`src/include/spf_pkg.sv`:
```
package spf_pkg;
  // clock and bit timing
  localparam int CLK_HZ     = 40_000_000;
  localparam int OVERSAMPLE = 16;
  localparam int NUM_BAUD   = 17;

  // register byte offsets
  localparam logic [4:0] REG_CTRL   = 5'h00;
  localparam logic [4:0] REG_TXDATA = 5'h04;
  localparam logic [4:0] REG_STATUS = 5'h08;
  localparam logic [4:0] REG_RXDATA = 5'h0C;
  localparam logic [4:0] REG_CMD    = 5'h10;

  // control field positions
  localparam int CF_BAUD  = 0;
  localparam int CF_WORD8 = 5;
  localparam int CF_STOP2 = 6;
  localparam int CF_PAR   = 7;
  localparam int CF_TXXON = 10;
  localparam int CF_RXXON = 11;
  localparam int CF_RTS   = 12;
  localparam int CF_DTR   = 14;
  localparam int CF_RS422 = 16;
  localparam int CF_ECHO  = 17;
  localparam int CF_LOOP  = 18;
  localparam int CF_BRK   = 19;
  localparam int CTRL_W   = 20;
  // 9600 baud, eight bits, one stop, no parity, all pacing off
  localparam logic [19:0] CTRL_RESET = 20'h0002C;

  // command bits
  localparam int CMD_FLUSH = 0;
  localparam int CMD_CLR   = 1;

  // software pacing characters
  localparam logic [7:0] CHAR_XON  = 8'h11;
  localparam logic [7:0] CHAR_XOFF = 8'h13;

  typedef enum logic [2:0] {
    PAR_NONE = 3'b000, PAR_ODD = 3'b001, PAR_EVEN = 3'b010,
    PAR_ZERO = 3'b011, PAR_ONE = 3'b100
  } spf_par_t;

  typedef enum logic [1:0] {
    HS_OFF = 2'b00, HS_ON = 2'b01, HS_ROOM = 2'b10
  } spf_hs_t;

  typedef enum logic [2:0] {
    FR_IDLE = 3'b000, FR_START = 3'b001, FR_DATA = 3'b010,
    FR_PAR  = 3'b011, FR_STOP  = 3'b100
  } spf_fr_t;

  // divider terminal count for one oversample tick of the chosen rate
  function automatic logic [15:0] spf_div(input logic [4:0] sel,
                                          input int clk_hz);
    int b;
    case (sel)
      5'h00: b = 50;
      5'h01: b = 75;
      5'h02: b = 110;
      5'h03: b = 150;
      5'h04: b = 300;
      5'h05: b = 1200;
      5'h06: b = 1800;
      5'h07: b = 2000;
      5'h08: b = 2400;
      5'h09: b = 3600;
      5'h0A: b = 4800;
      5'h0B: b = 7200;
      5'h0D: b = 19200;
      5'h0E: b = 38400;
      5'h0F: b = 57600;
      5'h10: b = 115200;
      default: b = 9600;
    endcase
    return 16'((clk_hz + (OVERSAMPLE / 2) * b) / (OVERSAMPLE * b) - 1);
  endfunction
endpackage

```
`src/verilog/spf_top.sv`:
```
`timescale 1ns/10ps
// Function
// baud rate chosen from fixed set 50 to 115200, 9600 after reset
// character length is seven or eight data bits
// frames end with one or two stop bits
// parity odd, even, forced zero, forced one or none
// transmit side Xon/Xoff pacing enabled on its own
// receive side Xon/Xoff pacing enabled on its own
// RTS held low when off, high when on
// room mode: RTS high while receive buffer has room, low when full
// room mode: transmitter holds while CTS low; remote drops CTS
// DTR held low when off, high when on
// room mode: DTR high while receive buffer has room, low when full
// room mode: transmitter holds while DSR low; remote drops DSR
// DTR/DSR handshake unavailable when RS422 selected
// echo on retransmits each received character, off does not; Xon/Xoff under R5 and characters received while an echo waits are not echoed
// loop-back routes transmitter output to own receiver
// break condition can be sent on the serial output
// port reset reinitialises and flushes receive and transmit buffers
// frame: idle high, start low, data lsb first, parity, stop bits
// forced parity puts constant 0 or 1 regardless of data
// bit timing from system clock through programmable divider
module spf_top #(
  parameter int CLK_HZ   = spf_pkg::CLK_HZ,
  parameter int RX_DEPTH = 16
) (
  // clock and reset
  input  wire logic        clk,
  input  wire logic        rstn,
  // avalon-mm slave
  input  wire logic [4:0]  avs_address,
  input  wire logic        avs_read,
  input  wire logic        avs_write,
  input  wire logic [3:0]  avs_byteenable,
  input  wire logic [31:0] avs_writedata,
  output logic      [31:0] avs_readdata,
  output logic             avs_waitrequest,
  // serial line
  input  wire logic        rxd,
  output logic             txd,
  // modem handshake
  input  wire logic        cts,
  input  wire logic        dsr,
  output logic             rts,
  output logic             dtr
);
  import spf_pkg::*;

  localparam int AW = $clog2(RX_DEPTH);

  typedef struct packed {
    logic [CTRL_W-1:0]             ctrl;
    logic                          wait_r;
    logic [31:0]                   rdata;
    spf_fr_t                       tst;
    logic [3:0]                    tdiv;
    logic [2:0]                    tbit;
    logic [7:0]                    tsh;
    logic                          tpar;
    logic                          tstop;
    logic                          line;
    logic                          txd;
    logic                          hold_v;
    logic [7:0]                    hold_d;
    logic                          echo_v;
    logic [7:0]                    echo_d;
    logic                          paused;
    logic                          xoff_sent;
    logic                          send_xoff;
    logic                          send_xon;
    spf_fr_t                       rst;
    logic [3:0]                    rdiv;
    logic [2:0]                    rbit;
    logic [7:0]                    rsh;
    logic                          rpar;
    logic [RX_DEPTH-1:0][7:0]      rbuf;
    logic [AW-1:0]                 wp;
    logic [AW-1:0]                 rp;
    logic [AW:0]                   cnt;
    logic                          perr;
    logic                          ferr;
    logic                          ovr;
    logic                          rts;
    logic                          dtr;
  } spf_st_t;

  spf_st_t    st_ff;
  spf_st_t    nxt_st;
  logic       tick;
  logic [31:0] bmask;

  // oversample enable for both directions
  spf_baud #(
    .CLK_HZ (CLK_HZ)
  ) u_baud (
    .clk  (clk),
    .rstn (rstn),
    .sel  (st_ff.ctrl[CF_BAUD +: 5]),
    .tick (tick)
  );

  // byte lane mask from the byte enables
  assign bmask = {{8{avs_byteenable[3]}}, {8{avs_byteenable[2]}},
                  {8{avs_byteenable[1]}}, {8{avs_byteenable[0]}}};

  // control decode, next-state logic for bus, transmitter, receiver
  always_comb
  begin
    logic         word8;
    logic         stop2;
    spf_par_t     par;
    spf_hs_t      rts_m;
    spf_hs_t      dtr_m;
    logic         rx_in;
    logic         full;
    logic         hw_hold;
    logic         start;
    logic [7:0]   tdata;
    logic [7:0]   rdat;
    logic         push;
    logic         pop;
    logic         done;
    logic         pexp;
    logic         acc;
    nxt_st  = st_ff;
    word8   = st_ff.ctrl[CF_WORD8];
    stop2   = st_ff.ctrl[CF_STOP2];
    par     = spf_par_t'(st_ff.ctrl[CF_PAR +: 3]);
    rts_m   = spf_hs_t'(st_ff.ctrl[CF_RTS +: 2]);
    dtr_m   = st_ff.ctrl[CF_RS422] ? HS_OFF
            : spf_hs_t'(st_ff.ctrl[CF_DTR +: 2]);
    rx_in   = st_ff.ctrl[CF_LOOP] ? st_ff.line : rxd;
    full    = (st_ff.cnt == (AW+1)'(RX_DEPTH));
    hw_hold = (rts_m == HS_ROOM && !cts)
            || (dtr_m == HS_ROOM && !dsr);
    start   = 1'b0;
    tdata   = 8'h00;
    rdat    = 8'h00;
    push    = 1'b0;
    pop     = 1'b0;
    done    = 1'b0;
    pexp    = 1'b0;
    acc     = avs_read || avs_write;
    // a write to a full holding register stalls until it drains
    if (avs_write && avs_address == REG_TXDATA && st_ff.hold_v)
      acc = 1'b0;

    // bus: waitrequest drops for one cycle, read data formed with it
    nxt_st.wait_r = 1'b1;
    if (acc && st_ff.wait_r)
    begin
      nxt_st.wait_r = 1'b0;
      case (avs_address)
        REG_CTRL:   nxt_st.rdata = 32'(st_ff.ctrl);
        REG_STATUS: nxt_st.rdata = {21'h000000, dsr, cts,
                      st_ff.xoff_sent, st_ff.paused, st_ff.ovr,
                      st_ff.ferr, st_ff.perr, st_ff.tst != FR_IDLE,
                      st_ff.hold_v, full, st_ff.cnt != '0};
        REG_RXDATA: nxt_st.rdata = {23'h000000, st_ff.cnt != '0,
                                    st_ff.rbuf[st_ff.rp]};
        default:    nxt_st.rdata = 32'h00000000;
      endcase
    end
    if (acc && !st_ff.wait_r)
    begin
      if (avs_write && avs_address == REG_CTRL)
        nxt_st.ctrl = (st_ff.ctrl & ~bmask[CTRL_W-1:0])
                    | (avs_writedata[CTRL_W-1:0] & bmask[CTRL_W-1:0]);
      if (avs_write && avs_address == REG_TXDATA && avs_byteenable[0])
      begin
        nxt_st.hold_v = 1'b1;
        nxt_st.hold_d = avs_writedata[7:0];
      end
      if (avs_write && avs_address == REG_CMD && avs_byteenable[0]
          && avs_writedata[CMD_CLR])
      begin
        nxt_st.perr = 1'b0;
        nxt_st.ferr = 1'b0;
        nxt_st.ovr  = 1'b0;
      end
      if (avs_read && avs_address == REG_RXDATA && st_ff.cnt != '0)
        pop = 1'b1;
    end

    // transmitter: pacing characters first, then echo, then host data
    if (tick && st_ff.tst == FR_IDLE && !st_ff.ctrl[CF_BRK] && !hw_hold)
    begin
      if (st_ff.send_xoff)
      begin
        start = 1'b1;
        tdata = CHAR_XOFF;
        nxt_st.send_xoff = 1'b0;
      end
      else if (st_ff.send_xon)
      begin
        start = 1'b1;
        tdata = CHAR_XON;
        nxt_st.send_xon = 1'b0;
      end
      else if (st_ff.echo_v)
      begin
        start = 1'b1;
        tdata = st_ff.echo_d;
        nxt_st.echo_v = 1'b0;
      end
      else if (st_ff.hold_v && !st_ff.paused)
      begin
        start = 1'b1;
        tdata = st_ff.hold_d;
        nxt_st.hold_v = 1'b0;
      end
    end
    if (start)
    begin
      if (!word8)
        tdata[7] = 1'b0;
      case (par)
        PAR_ODD:  nxt_st.tpar = ~(^tdata);
        PAR_EVEN: nxt_st.tpar = ^tdata;
        PAR_ONE:  nxt_st.tpar = 1'b1;
        default:  nxt_st.tpar = 1'b0;
      endcase
      nxt_st.tst  = FR_START;
      nxt_st.tsh  = tdata;
      nxt_st.tdiv = 4'h0;
      nxt_st.tbit = 3'h0;
      nxt_st.line = 1'b0;
    end
    else if (tick && st_ff.tst != FR_IDLE)
    begin
      nxt_st.tdiv = st_ff.tdiv + 4'h1;
      if (st_ff.tdiv == 4'hF)
      begin
        case (st_ff.tst)
          FR_START:
          begin
            nxt_st.tst  = FR_DATA;
            nxt_st.line = st_ff.tsh[0];
            nxt_st.tsh  = st_ff.tsh >> 1;
          end
          FR_DATA:
          begin
            if (st_ff.tbit == (word8 ? 3'h7 : 3'h6))
            begin
              nxt_st.tst   = (par == PAR_NONE) ? FR_STOP : FR_PAR;
              nxt_st.line  = (par == PAR_NONE) ? 1'b1 : st_ff.tpar;
              nxt_st.tstop = 1'b0;
            end
            else
            begin
              nxt_st.tbit = st_ff.tbit + 3'h1;
              nxt_st.line = st_ff.tsh[0];
              nxt_st.tsh  = st_ff.tsh >> 1;
            end
          end
          FR_PAR:
          begin
            nxt_st.tst  = FR_STOP;
            nxt_st.line = 1'b1;
          end
          FR_STOP:
          begin
            if (stop2 && !st_ff.tstop)
              nxt_st.tstop = 1'b1;
            else
              nxt_st.tst = FR_IDLE;
          end
          default: nxt_st.tst = FR_IDLE;
        endcase
      end
    end
    // outside pin: idle high in loop-back, low while breaking
    nxt_st.txd = st_ff.ctrl[CF_LOOP] ? 1'b1
               : (st_ff.ctrl[CF_BRK] ? 1'b0 : st_ff.line);

    // receiver: centre on start bit, then sample every sixteen ticks
    if (tick)
    begin
      nxt_st.rdiv = st_ff.rdiv + 4'h1;
      case (st_ff.rst)
        FR_IDLE:
        begin
          nxt_st.rdiv = 4'h0;
          if (!rx_in)
            nxt_st.rst = FR_START;
        end
        FR_START:
        begin
          if (st_ff.rdiv == 4'h7)
          begin
            nxt_st.rdiv = 4'h0;
            nxt_st.rbit = 3'h0;
            nxt_st.rst  = rx_in ? FR_IDLE : FR_DATA;
          end
        end
        FR_DATA:
        begin
          if (st_ff.rdiv == 4'hF)
          begin
            nxt_st.rsh  = {rx_in, st_ff.rsh[7:1]};
            nxt_st.rbit = st_ff.rbit + 3'h1;
            if (st_ff.rbit == (word8 ? 3'h7 : 3'h6))
              nxt_st.rst = (par == PAR_NONE) ? FR_STOP : FR_PAR;
          end
        end
        FR_PAR:
        begin
          if (st_ff.rdiv == 4'hF)
          begin
            nxt_st.rpar = rx_in;
            nxt_st.rst  = FR_STOP;
          end
        end
        FR_STOP:
        begin
          if (st_ff.rdiv == 4'hF)
          begin
            done = 1'b1;
            nxt_st.rst = FR_IDLE;
            if (!rx_in)
              nxt_st.ferr = 1'b1;
          end
        end
        default: nxt_st.rst = FR_IDLE;
      endcase
    end
    if (done)
    begin
      rdat = word8 ? st_ff.rsh : {1'b0, st_ff.rsh[7:1]};
      case (par)
        PAR_ODD:  pexp = ~(^rdat);
        PAR_EVEN: pexp = ^rdat;
        PAR_ONE:  pexp = 1'b1;
        default:  pexp = 1'b0;
      endcase
      if (par != PAR_NONE && pexp != st_ff.rpar)
        nxt_st.perr = 1'b1;
      if (st_ff.ctrl[CF_TXXON] && rdat == CHAR_XOFF)
        nxt_st.paused = 1'b1;
      else if (st_ff.ctrl[CF_TXXON] && rdat == CHAR_XON)
        nxt_st.paused = 1'b0;
      else
      begin
        if (full && !pop)
          nxt_st.ovr = 1'b1;
        else
          push = 1'b1;
        if (st_ff.ctrl[CF_ECHO] && !nxt_st.echo_v)
        begin
          nxt_st.echo_v = 1'b1;
          nxt_st.echo_d = rdat;
        end
      end
    end
    if (!st_ff.ctrl[CF_TXXON])
      nxt_st.paused = 1'b0;

    // receive buffer pointers
    if (push)
    begin
      nxt_st.rbuf[st_ff.wp] = rdat;
      nxt_st.wp = st_ff.wp + AW'(1);
    end
    if (pop)
      nxt_st.rp = st_ff.rp + AW'(1);
    nxt_st.cnt = st_ff.cnt + (AW+1)'(push) - (AW+1)'(pop);

    // receive pacing: xoff near full, xon once drained
    if (st_ff.ctrl[CF_RXXON])
    begin
      if (st_ff.cnt >= (AW+1)'(RX_DEPTH - 2) && !st_ff.xoff_sent)
      begin
        nxt_st.send_xoff = 1'b1;
        nxt_st.xoff_sent = 1'b1;
      end
      else if (st_ff.xoff_sent && st_ff.cnt == '0 && !st_ff.send_xoff)
      begin
        nxt_st.send_xon  = 1'b1;
        nxt_st.xoff_sent = 1'b0;
      end
    end

    // modem lines
    case (rts_m)
      HS_ON:   nxt_st.rts = 1'b1;
      HS_ROOM: nxt_st.rts = !full;
      default: nxt_st.rts = 1'b0;
    endcase
    case (dtr_m)
      HS_ON:   nxt_st.dtr = 1'b1;
      HS_ROOM: nxt_st.dtr = !full;
      default: nxt_st.dtr = 1'b0;
    endcase

    // port reset discards both directions and returns to idle
    if (acc && !st_ff.wait_r && avs_write && avs_address == REG_CMD
        && avs_byteenable[0] && avs_writedata[CMD_FLUSH])
    begin
      nxt_st.tst       = FR_IDLE;
      nxt_st.line      = 1'b1;
      nxt_st.hold_v    = 1'b0;
      nxt_st.echo_v    = 1'b0;
      nxt_st.send_xon  = 1'b0;
      nxt_st.send_xoff = 1'b0;
      nxt_st.xoff_sent = 1'b0;
      nxt_st.paused    = 1'b0;
      nxt_st.rst       = FR_IDLE;
      nxt_st.wp        = '0;
      nxt_st.rp        = '0;
      nxt_st.cnt       = '0;
    end
  end

  // state register
  always_ff @(posedge clk or negedge rstn)
  begin
    if (!rstn)
    begin
      st_ff        <= '0;
      st_ff.ctrl   <= CTRL_RESET;
      st_ff.wait_r <= 1'b1;
      st_ff.line   <= 1'b1;
      st_ff.txd    <= 1'b1;
    end
    else
      st_ff <= nxt_st;
  end

  assign avs_readdata    = st_ff.rdata;
  assign avs_waitrequest = st_ff.wait_r;
  assign txd             = st_ff.txd;
  assign rts             = st_ff.rts;
  assign dtr             = st_ff.dtr;
endmodule

```
`src/verilog/spf_baud.sv`:
```
`timescale 1ns/10ps
module spf_baud #(
  parameter int CLK_HZ = spf_pkg::CLK_HZ
) (
  // clock and reset
  input  wire logic       clk,
  input  wire logic       rstn,
  // rate select and oversample enable
  input  wire logic [4:0] sel,
  output logic            tick
);
  import spf_pkg::*;

  typedef struct packed {
    logic [15:0] cnt;
    logic        tick;
  } spf_bd_t;

  spf_bd_t st_ff;
  spf_bd_t nxt_st;

  // programmable divider, one-cycle enable per oversample slot
  always_comb
  begin
    nxt_st = st_ff;
    if (st_ff.cnt >= spf_div(sel, CLK_HZ))
    begin
      nxt_st.cnt  = 16'h0000;
      nxt_st.tick = 1'b1;
    end
    else
    begin
      nxt_st.cnt  = st_ff.cnt + 16'h0001;
      nxt_st.tick = 1'b0;
    end
  end

  always_ff @(posedge clk or negedge rstn)
  begin
    if (!rstn)
      st_ff <= '0;
    else
      st_ff <= nxt_st;
  end

  assign tick = st_ff.tick;
endmodule

```
`config.mk`:
```
export PLATFORM = sky130hd
export DESIGN_NAME = spf_top
export DESIGN_NICKNAME = d
export VERILOG_FILES = /design/src/include/spf_pkg.sv /design/src/verilog/spf_top.sv /design/src/verilog/spf_baud.sv
export SDC_FILE = /design/constraint.sdc
export NUM_CORES = 1
export LEC_CHECK = 0
export BUFFER_PORTS_ARGS = -buffer_cell sky130_fd_sc_hd__buf_2
export CELL_PAD_IN_SITES_DETAIL_PLACEMENT = 0
export CELL_PAD_IN_SITES_GLOBAL_PLACEMENT = 1
export CORE_MARGIN = 5
export CORE_UTILIZATION = 45
export CTS_CLUSTER_SIZE = 28
export DETAILED_ROUTE_END_ITERATION = 8
export HOLD_SLACK_MARGIN = 0.06
export PLACE_DENSITY_LB_ADDON = 0.1
export SLEW_MARGIN = 20
export SYNTH_ARGS = -nofsm -noshare
export SYNTH_HDL_FRONTEND = slang
export SYNTH_SLANG_ARGS = --single-unit
```
`constraint.sdc`:
```
create_clock -name clk -period 70.9 [get_ports clk]
set_input_delay 14.18 -clock clk [delete_from_list [all_inputs] [get_ports clk]]
set_output_delay 14.18 -clock clk [all_outputs]
set_load 0.01 [all_outputs]
```
==> results of run 1 <==
==> per-stage QoR <==
stage | std cells | util
2_1_floorplan | 3914 | -
6_report | 4976 | 0.509
4_1_cts | 4943 | 0.495
3_3_place_gp | 4895 | 0.482
5_1_grt | 4975 | 0.509
3_5_place_dp | 4895 | 0.482
==> critical path: cells and delay by family (launching register included) <==
family | cells | cell delay [ns]
adders and majority gates | 29 | 8.43
buffers and inverters | 31 | 5.08
and+or+nand+nor | 89 | 13.98
xor gates and xnor gates | 1 | 0.14
AOI/OAI and AO/OA | 190 | 35.59
DFF | 1 | 0.39
muxes | 10 | 3.03
==> kinds of logic (layout without fill, tap and decap cells) <==
family	after synthesis	count (layout)
compound gates	1115	1115
xor+xnor	213	213
fa+ha+maj	401	401
buf+inv	275	396
flops	267	267
mux	207	207
other cells	2	24
simple gates	1413	1413
==> state kept, by name (all words and copies together) (netlist names), named ones only <==
signal	count
st_ff	206
dtr	1
u_baud.st_ff	16
avs_waitrequest	1
avs_readdata	20
txd	1
rts	1
u_baud.tick	1
==> worst min path at each step <==
stage	from	endpoint	cells after the start	slack, ns
after CTS	avs_readdata[9]	avs_readdata[9]	2	0.48
final	avs_readdata[9]	avs_readdata[9]	2	0.47
after global routing	st_ff[71]	st_ff[71]	2	0.50
after global placement	st_ff[3]	st_ff[3]	2	0.46
after detailed placement	avs_readdata[9]	avs_readdata[9]	2	0.46
after floorplan	st_ff[3]	st_ff[3]	2	0.44
==> synthesized netlist by cell type (9+ instances only) <==
cell type	count
a211o_1	9
a211oi_1	32
a21boi_0	13
a21o_1	56
a21oi_1	243
a22o_1	14
a22oi_1	11
a31oi_1	23
a32oi_1	12
and2_1	24
and3_1	27
buf_1	14
buf_2	15
buf_4	35
clkbuf_1	100
dfrtp_1	261
ha_1	398
inv_1	103
mux2_2	124
mux2i_1	41
mux4_2	40
nand2_1	416
nand2b_1	58
nand3_1	86
nand3b_1	12
nand4_1	33
nor2_1	356
nor2b_1	58
nor3_1	166
nor3b_1	16
nor4_1	33
o2111ai_1	9
o211ai_1	33
o21a_1	143
o21ai_0	302
o21bai_1	14
o22ai_1	11
o31ai_1	84
or2_2	31
or3_1	37
or4_1	10
xnor2_1	120
xor2_1	92
==> area by class of cell <==
type / count / area [µm²]
inverters: 107 / 402
clock buffers: 30 / 654
flip-flops and latches: 267 / 6690
multi-input cells: 3372 / 24600
diodes: 1 / 2.50
well taps: 940 / 1180
repair buffers: 244 / 1810
clock inverters: 15 / 159
fillers: 6874 / 34200
==> metal layers <==
| metal | vias up | wire length [µm] |
|---|---|---|
| li1 | 14600 | - |
| met1 | 13600 | 44300 |
| met2 | 473 | 45800 |
| met3 | 89 | 2970 |
| met4 | 2 | 1620 |
| met5 | - | 13 |
==> what timing repair did <==
action,CTS,global route
hold buffers,0,0
endpoints found under the setup margin,17,17
setup buffers,3,30
pin swaps,3,40
resized for setup,21,168
==> flow_results.org, run 1 <==
** Status
- The flow ran to the end, and the final reports show no timing, DRC or antenna violations.

** Die
- Core region area :: 69800 µm²
- In this run the vertical extent of the chip is 275 µm.
- Top-level port count :: 84
- Initial core utilization :: 0.453
- Floorplan row count :: 97
- From left edge to right edge, the die measures 275 µm.
- Total die area :: 75600 µm²

** Logic synthesis
- Synthesis produced a netlist whose cell count is 3893.
- After synthesis, the largest family of logic cells by area is compound AO/OA/AOI/OAI gates.
- Of all cell types, the one taking the most synthesized area is dfrtp_1.
- Post-synthesis async set-or-reset flop share :: 1.00
- Proportion of synthesized chip area in sequential cells :: 0.212
- Of the total synthesized cell area, the portion taken by full adders, half adders and majority gates is 0.159.
- Synth Area per Inst :: 8.12 µm²
- The synthesized design contains 0 enable-type register cells.
- Of the total synthesized cell area, the portion taken by XOR and XNOR cells is 0.0596.
- Cell types with the largest area share after synthesis :: dfrtp_1, ha_1, nand2_1
- The number of different library cells used by synthesis comes to 112.
- The synthesized netlist occupies a cell area of 31600 µm².
- Proportion of synthesized area in mux cells :: 0.0866
- Most frequently used flop master after synthesis :: dfrtp_1
- Compound-cell area share of the yosys netlist :: 0.229
- The share of synthesized area in the top cell type comes to 0.207.
- Post-synthesis share of cell area spent on and, or, nand and nor gates :: 0.215
- For this run, the number of Yosys warnings is 0.
- #FFs+latches synth :: 267

** Worst setup path
- Depth of the worst register-to-register path :: 350
- Slowest library cell on the worst path :: or4_4
- Setup slack, reg-to-reg :: 4.10 ns
- STA puts the critical path data required time at 71.38 ns.
- Worst reg2reg path endpoint :: u_baud.st_ff[4]
- Crit path to :: u_baud.st_ff[4]
- Critical-path maximum fanout :: 18
- STA classifies the critical path endpoint as a register.
- In this design, the stage delay of the slowest critical-path cell is 0.55 ns.
- STA classifies the critical path startpoint as a register.
- Setup CP Type :: register to register
- Dominant cell type by count on the critical path :: o21a_1
- CP Data Arrival Time :: 67.28 ns

** Final layout
- Highest-count cells in the layout ignoring fill and taps :: nand2_1, ha_1, nor2_1, o21ai_0, dfrtp_1
- From synthesis to final layout, the design area changed by 12.5%.
- Post-route design area :: 35500 µm²
- In the final layout, the share of cells above drive strength 1 is 0.172.
- After the last flow step, the layout net total stands at 4464.
- Leaving out fill and tap cells, the most frequent cell in the layout is nand2_1.

** Timing
- Portion of the clock cycle consumed by the worst path in the final layout :: 0.942
- The final number of max-transition violations is 0.
- The worst pin sits at a relative slew slack of 0.287.
- Max Clock Skew :: 0.0275 ns
- For the pin with the worst max-slew slack, the measured transition is 1.07 ns.
- Derived from the worst setup path, the maximum achievable clock frequency is 15.0 MHz.
- Adding up every negative setup slack in the final design gives 0 ns.
- Least setup slack across all paths after layout :: 4.10 ns
- For the finished layout, the period the worst path requires is 66.80 ns.
- Worst hold margin :: 0.474 ns
- Final-report hold violation count :: 0
- Final Setup Violations :: 0

** Global routing
- Via count of the first global-routing pass :: 27400
- Entering global routing, the biggest net connects 133 pins.
- The first global-routing pass estimated 149 mm of wire.
- Initial antenna violation count :: 2
- Routing usage on met2 :: 0.426
- After global routing, the most crowded layer is met2.
- Remaining global-route overflow :: 0
- In the global route stage, overall resource usage came out at 0.241.
- Met1 Use GR :: 0.330
- For this run, global-route usage on met3 was measured as 0.0151.

** Drt
- DRT Wirelength :: 94.7 mm
- Via-to-Cell Ratio :: 5.79
- Via count :: 28800
- DRT iter0 DRCs :: 1802
- After detailed routing, the number of remaining DRC violations is 0.
- In the final routed layout, each cell accounts on average for 19.0 µm.
- For this run, the detailed router's first-pass iteration total came to 5.
- Once detail routing completed, the nets flagged for antenna violations numbered 0.

** Clock network
- Number of H-tree branching levels :: 1
- For this design, the sink count on the clock tree is 267.
- No sink is reached through more buffers than the 3 on the longest clock path.
- Clock-pin slew reported for the worst setup and hold paths after clock tree synthesis :: 0.07 ns
- Clock tree synthesis inserted a total of 25 buffers.
- For the worst-skew pair, the clock arrives at the later sink with an insertion delay of 0.55 ns.
- TritonCTS built the clock tree.
- CTS root buf :: clkbuf_16

** Min path
- The path class of the tightest hold or removal check is register to register.

** Placement
- Routability-driven placement finished with a final weighted congestion of 0.874.
- Post-placement setup slack :: -1.21 ns
- Post-DP Area :: 33600 µm²
- Once detailed placement completed, the half-perimeter wirelength came to 72.3 mm.
- Number of port buffers :: 58

** Job
- The tool flagged a number of max-cap violations equal to 0.
Power of run 1 is not shown: default switching activity piles up to over one toggle a cycle in this logic, so the estimate is an artifact.
==> inputs of run 2 (changes only) <==
==> constraint.sdc (replaced) <==
create_clock -name clk -period 70.9 [get_ports clk]
set_input_delay 7.09 -clock clk [delete_from_list [all_inputs] [get_ports clk]]
set_output_delay 7.09 -clock clk [all_outputs]
set_load 0.01 [all_outputs]
==> flow_results.org, run 2 (synthesis gave the netlist of run 1 again) <==
** Worst setup path
- The worst setup path is launched from a register.
- For the worst setup path, the data required time is 71.36 ns.
- The most numerous cell type found on the critical path is o21a_1.
- For this run, the slowest stage of the critical path takes 0.55 ns.
- On the critical path the largest part of the delay comes from compound AO/OA/AOI/OAI gates.
- Type of element capturing the critical path :: register
- Slowest library cell on the worst path :: or4_4
- Data on the critical path arrives at its endpoint at 67.25 ns.
- Along the worst path, the maximum fanout reaches 17.
- The critical path in this run is classified as register to register.
- The number of buffers and inverters on the critical path is 30.

** Global routing
- Entering global routing, the biggest net connects 112 pins.
- First-pass GRT wire length :: 150 mm
- Via count of the first global-routing pass :: 27400
- The initial antenna violation count came to 0.
- For this run, the total global-route usage over all layers was measured as 0.243.
- Remaining global-route overflow :: 0

** Die
- Total die area :: 75600 µm²
- Initial core utilization :: 0.453
- Die Span Y :: 275 µm
- Core region area :: 69800 µm²
- The floorplan has 97 rows.
- 84 I/O pins were placed.
- Measured along the x axis, the die boundary spans 275 µm.

** Drt
- The count of nets left with antenna violations once routing finished came out at 0.
- Top Metal Used :: met4
- After detailed routing, the total wire length is 95.0 mm.
- DRT iter0 DRCs :: 1592
- After detailed routing, the wire length on met1 is 45.2 mm.
- Met2 Wirelength :: 45.8 mm
- Routed length on met3 :: 2.57 mm
- Via count :: 28800
- Dividing the detail-routed via count by the number of cells gives 5.77.
- For this run, design rule violations remaining after detail routing come to 0.
- Dividing the detail-routed wire length by the instance count gives 19.0 µm.
- First-pass iteration count of the detailed router :: 6

** Placement
- Summing all placed instances gives a cell area of 33600 µm².
- The congestion estimate from routability-driven global placement came to 0.875.
- Post-placement setup slack :: -1.52 ns
- Half-perimeter wire length after placement :: 72.2 mm
- Number of port buffers :: 58
- Placed Cells :: 4888

** Final layout
- Layout cells sized above 1 :: 0.179
- Highest-count cells in the layout ignoring fill and taps :: nand2_1, ha_1, nor2_1, o21ai_0, dfrtp_1
- Register with the highest flop count :: st_ff
- Commonest non-fill, non-tap cell in the layout :: nand2_1
- Post-route design area :: 35800 µm²
- The area growth from synthesis to layout is 13.4%.
- After the last flow step, the layout net total stands at 4480.
- Largest register FFs :: 206
- Non-filler cells, final :: 4992

** Timing
- On the final layout, the worst clock skew is 0.0253 ns.
- Least setup slack across all paths after layout :: 4.11 ns
- Fin crit period :: 66.79 ns
- The final number of max-transition violations was 0.
- Timing would allow up to 15.0 MHz.
- Portion of the clock cycle consumed by the worst path in the final layout :: 0.942
- Setup TNS :: 0 ns
- The count of endpoints failing hold in the final timing report is 0.
- Worst slew slack as a fraction of its limit :: 0.274
- At the pin with the least slew margin, the transition time is 1.09 ns.
- Setup violations remaining at the end of the flow were counted as 0.

** Status
- The run finished with clean final reports.

** Job
- The tool flagged a number of max-cap violations equal to 0.

** Clock network
- Clock tree synthesis inserted a total of 25 buffers.
- Clock latency on the worst-skew pair :: 0.55 ns
- Num Clock Sinks :: 267
- The tree is rooted in a clkbuf_16.
- The clock passes through at most 3 buffers.
- Clock tree from TritonCTS :: built
- Clock-pin slew reported for the worst setup and hold paths after clock tree synthesis :: 0.06 ns
- In this run the number of H-tree levels came out at 1.

** Min path
- Path class of the lowest-slack min-delay path :: register to register
[run 2: cell count changes in the layout (fill, tap and decap cells not counted), moves of 4 or more]
cell,change
buf_4,+8
buf_6,+7
clkbuf_8,+6
clkinv_2,-6
ha_1,-4
o21ai_0,-6
o21ai_2,+4
[run 2: area by class of cell]
cell class / instances / area, µm²
fill: 6774 / 34000
multi-input combinational: 3372 / 24800
inverter: 107 / 402
sequential: 267 / 6690
clock inverter: 9 / 111
timing repair buffer: 260 / 1920
antenna: 1 / 2.50
clock buffer: 36 / 737
tap: 940 / 1180
[run 2: through the flow]
stage                      util  hold WS (ns)
after floorplan               -         0.444
after global placement    0.481         0.457
after detailed placement  0.481         0.462
after CTS                 0.495         0.478
after global routing      0.513         0.501
final                     0.513         0.474
[run 2: timing repair]
action / 4_1_cts / 5_1_grt
pin swaps: 4 / 57
buffers inserted: 3 / 52
setup endpoints to repair: 17 / 17
hold buffers: 0 / 0
resized for setup: 23 / 201
cloned: 0 / 2
[run 2: worst paths after layout]
path	start	end	slack (ns)	cells after the start
hold / removal	st_ff[140]	st_ff[140]	0.47	2
max in group asynchronous	rstn	async pin	62.69	2
hold reg to reg	st_ff[140]	st_ff[140]	0.47	2
min in group asynchronous	rstn	async pin	6.61	1
setup / recovery	register	u_baud.st_ff[13]	4.11	351
setup reg to reg	register	u_baud.st_ff[13]	4.11	351
[run 2: worst reg2reg max path, delay by kind of cell, from the launching register on]
| family | cells | cell delay [ns] |
|---|---|---|
| compound gates | 186 | 34.31 |
| fa+ha+maj | 29 | 8.73 |
| buf+inv | 30 | 4.95 |
| flops | 1 | 0.40 |
| mux | 10 | 3.02 |
| simple gates | 96 | 15.25 |
[run 2: metal layers]
metal	up-vias	track usage
li1	14700	-
met3	80	0.0126
met2	402	0.429
met5	-	0
met1	13700	0.336
met4	0	0.0347
Power of run 2 is left out for the same reason.
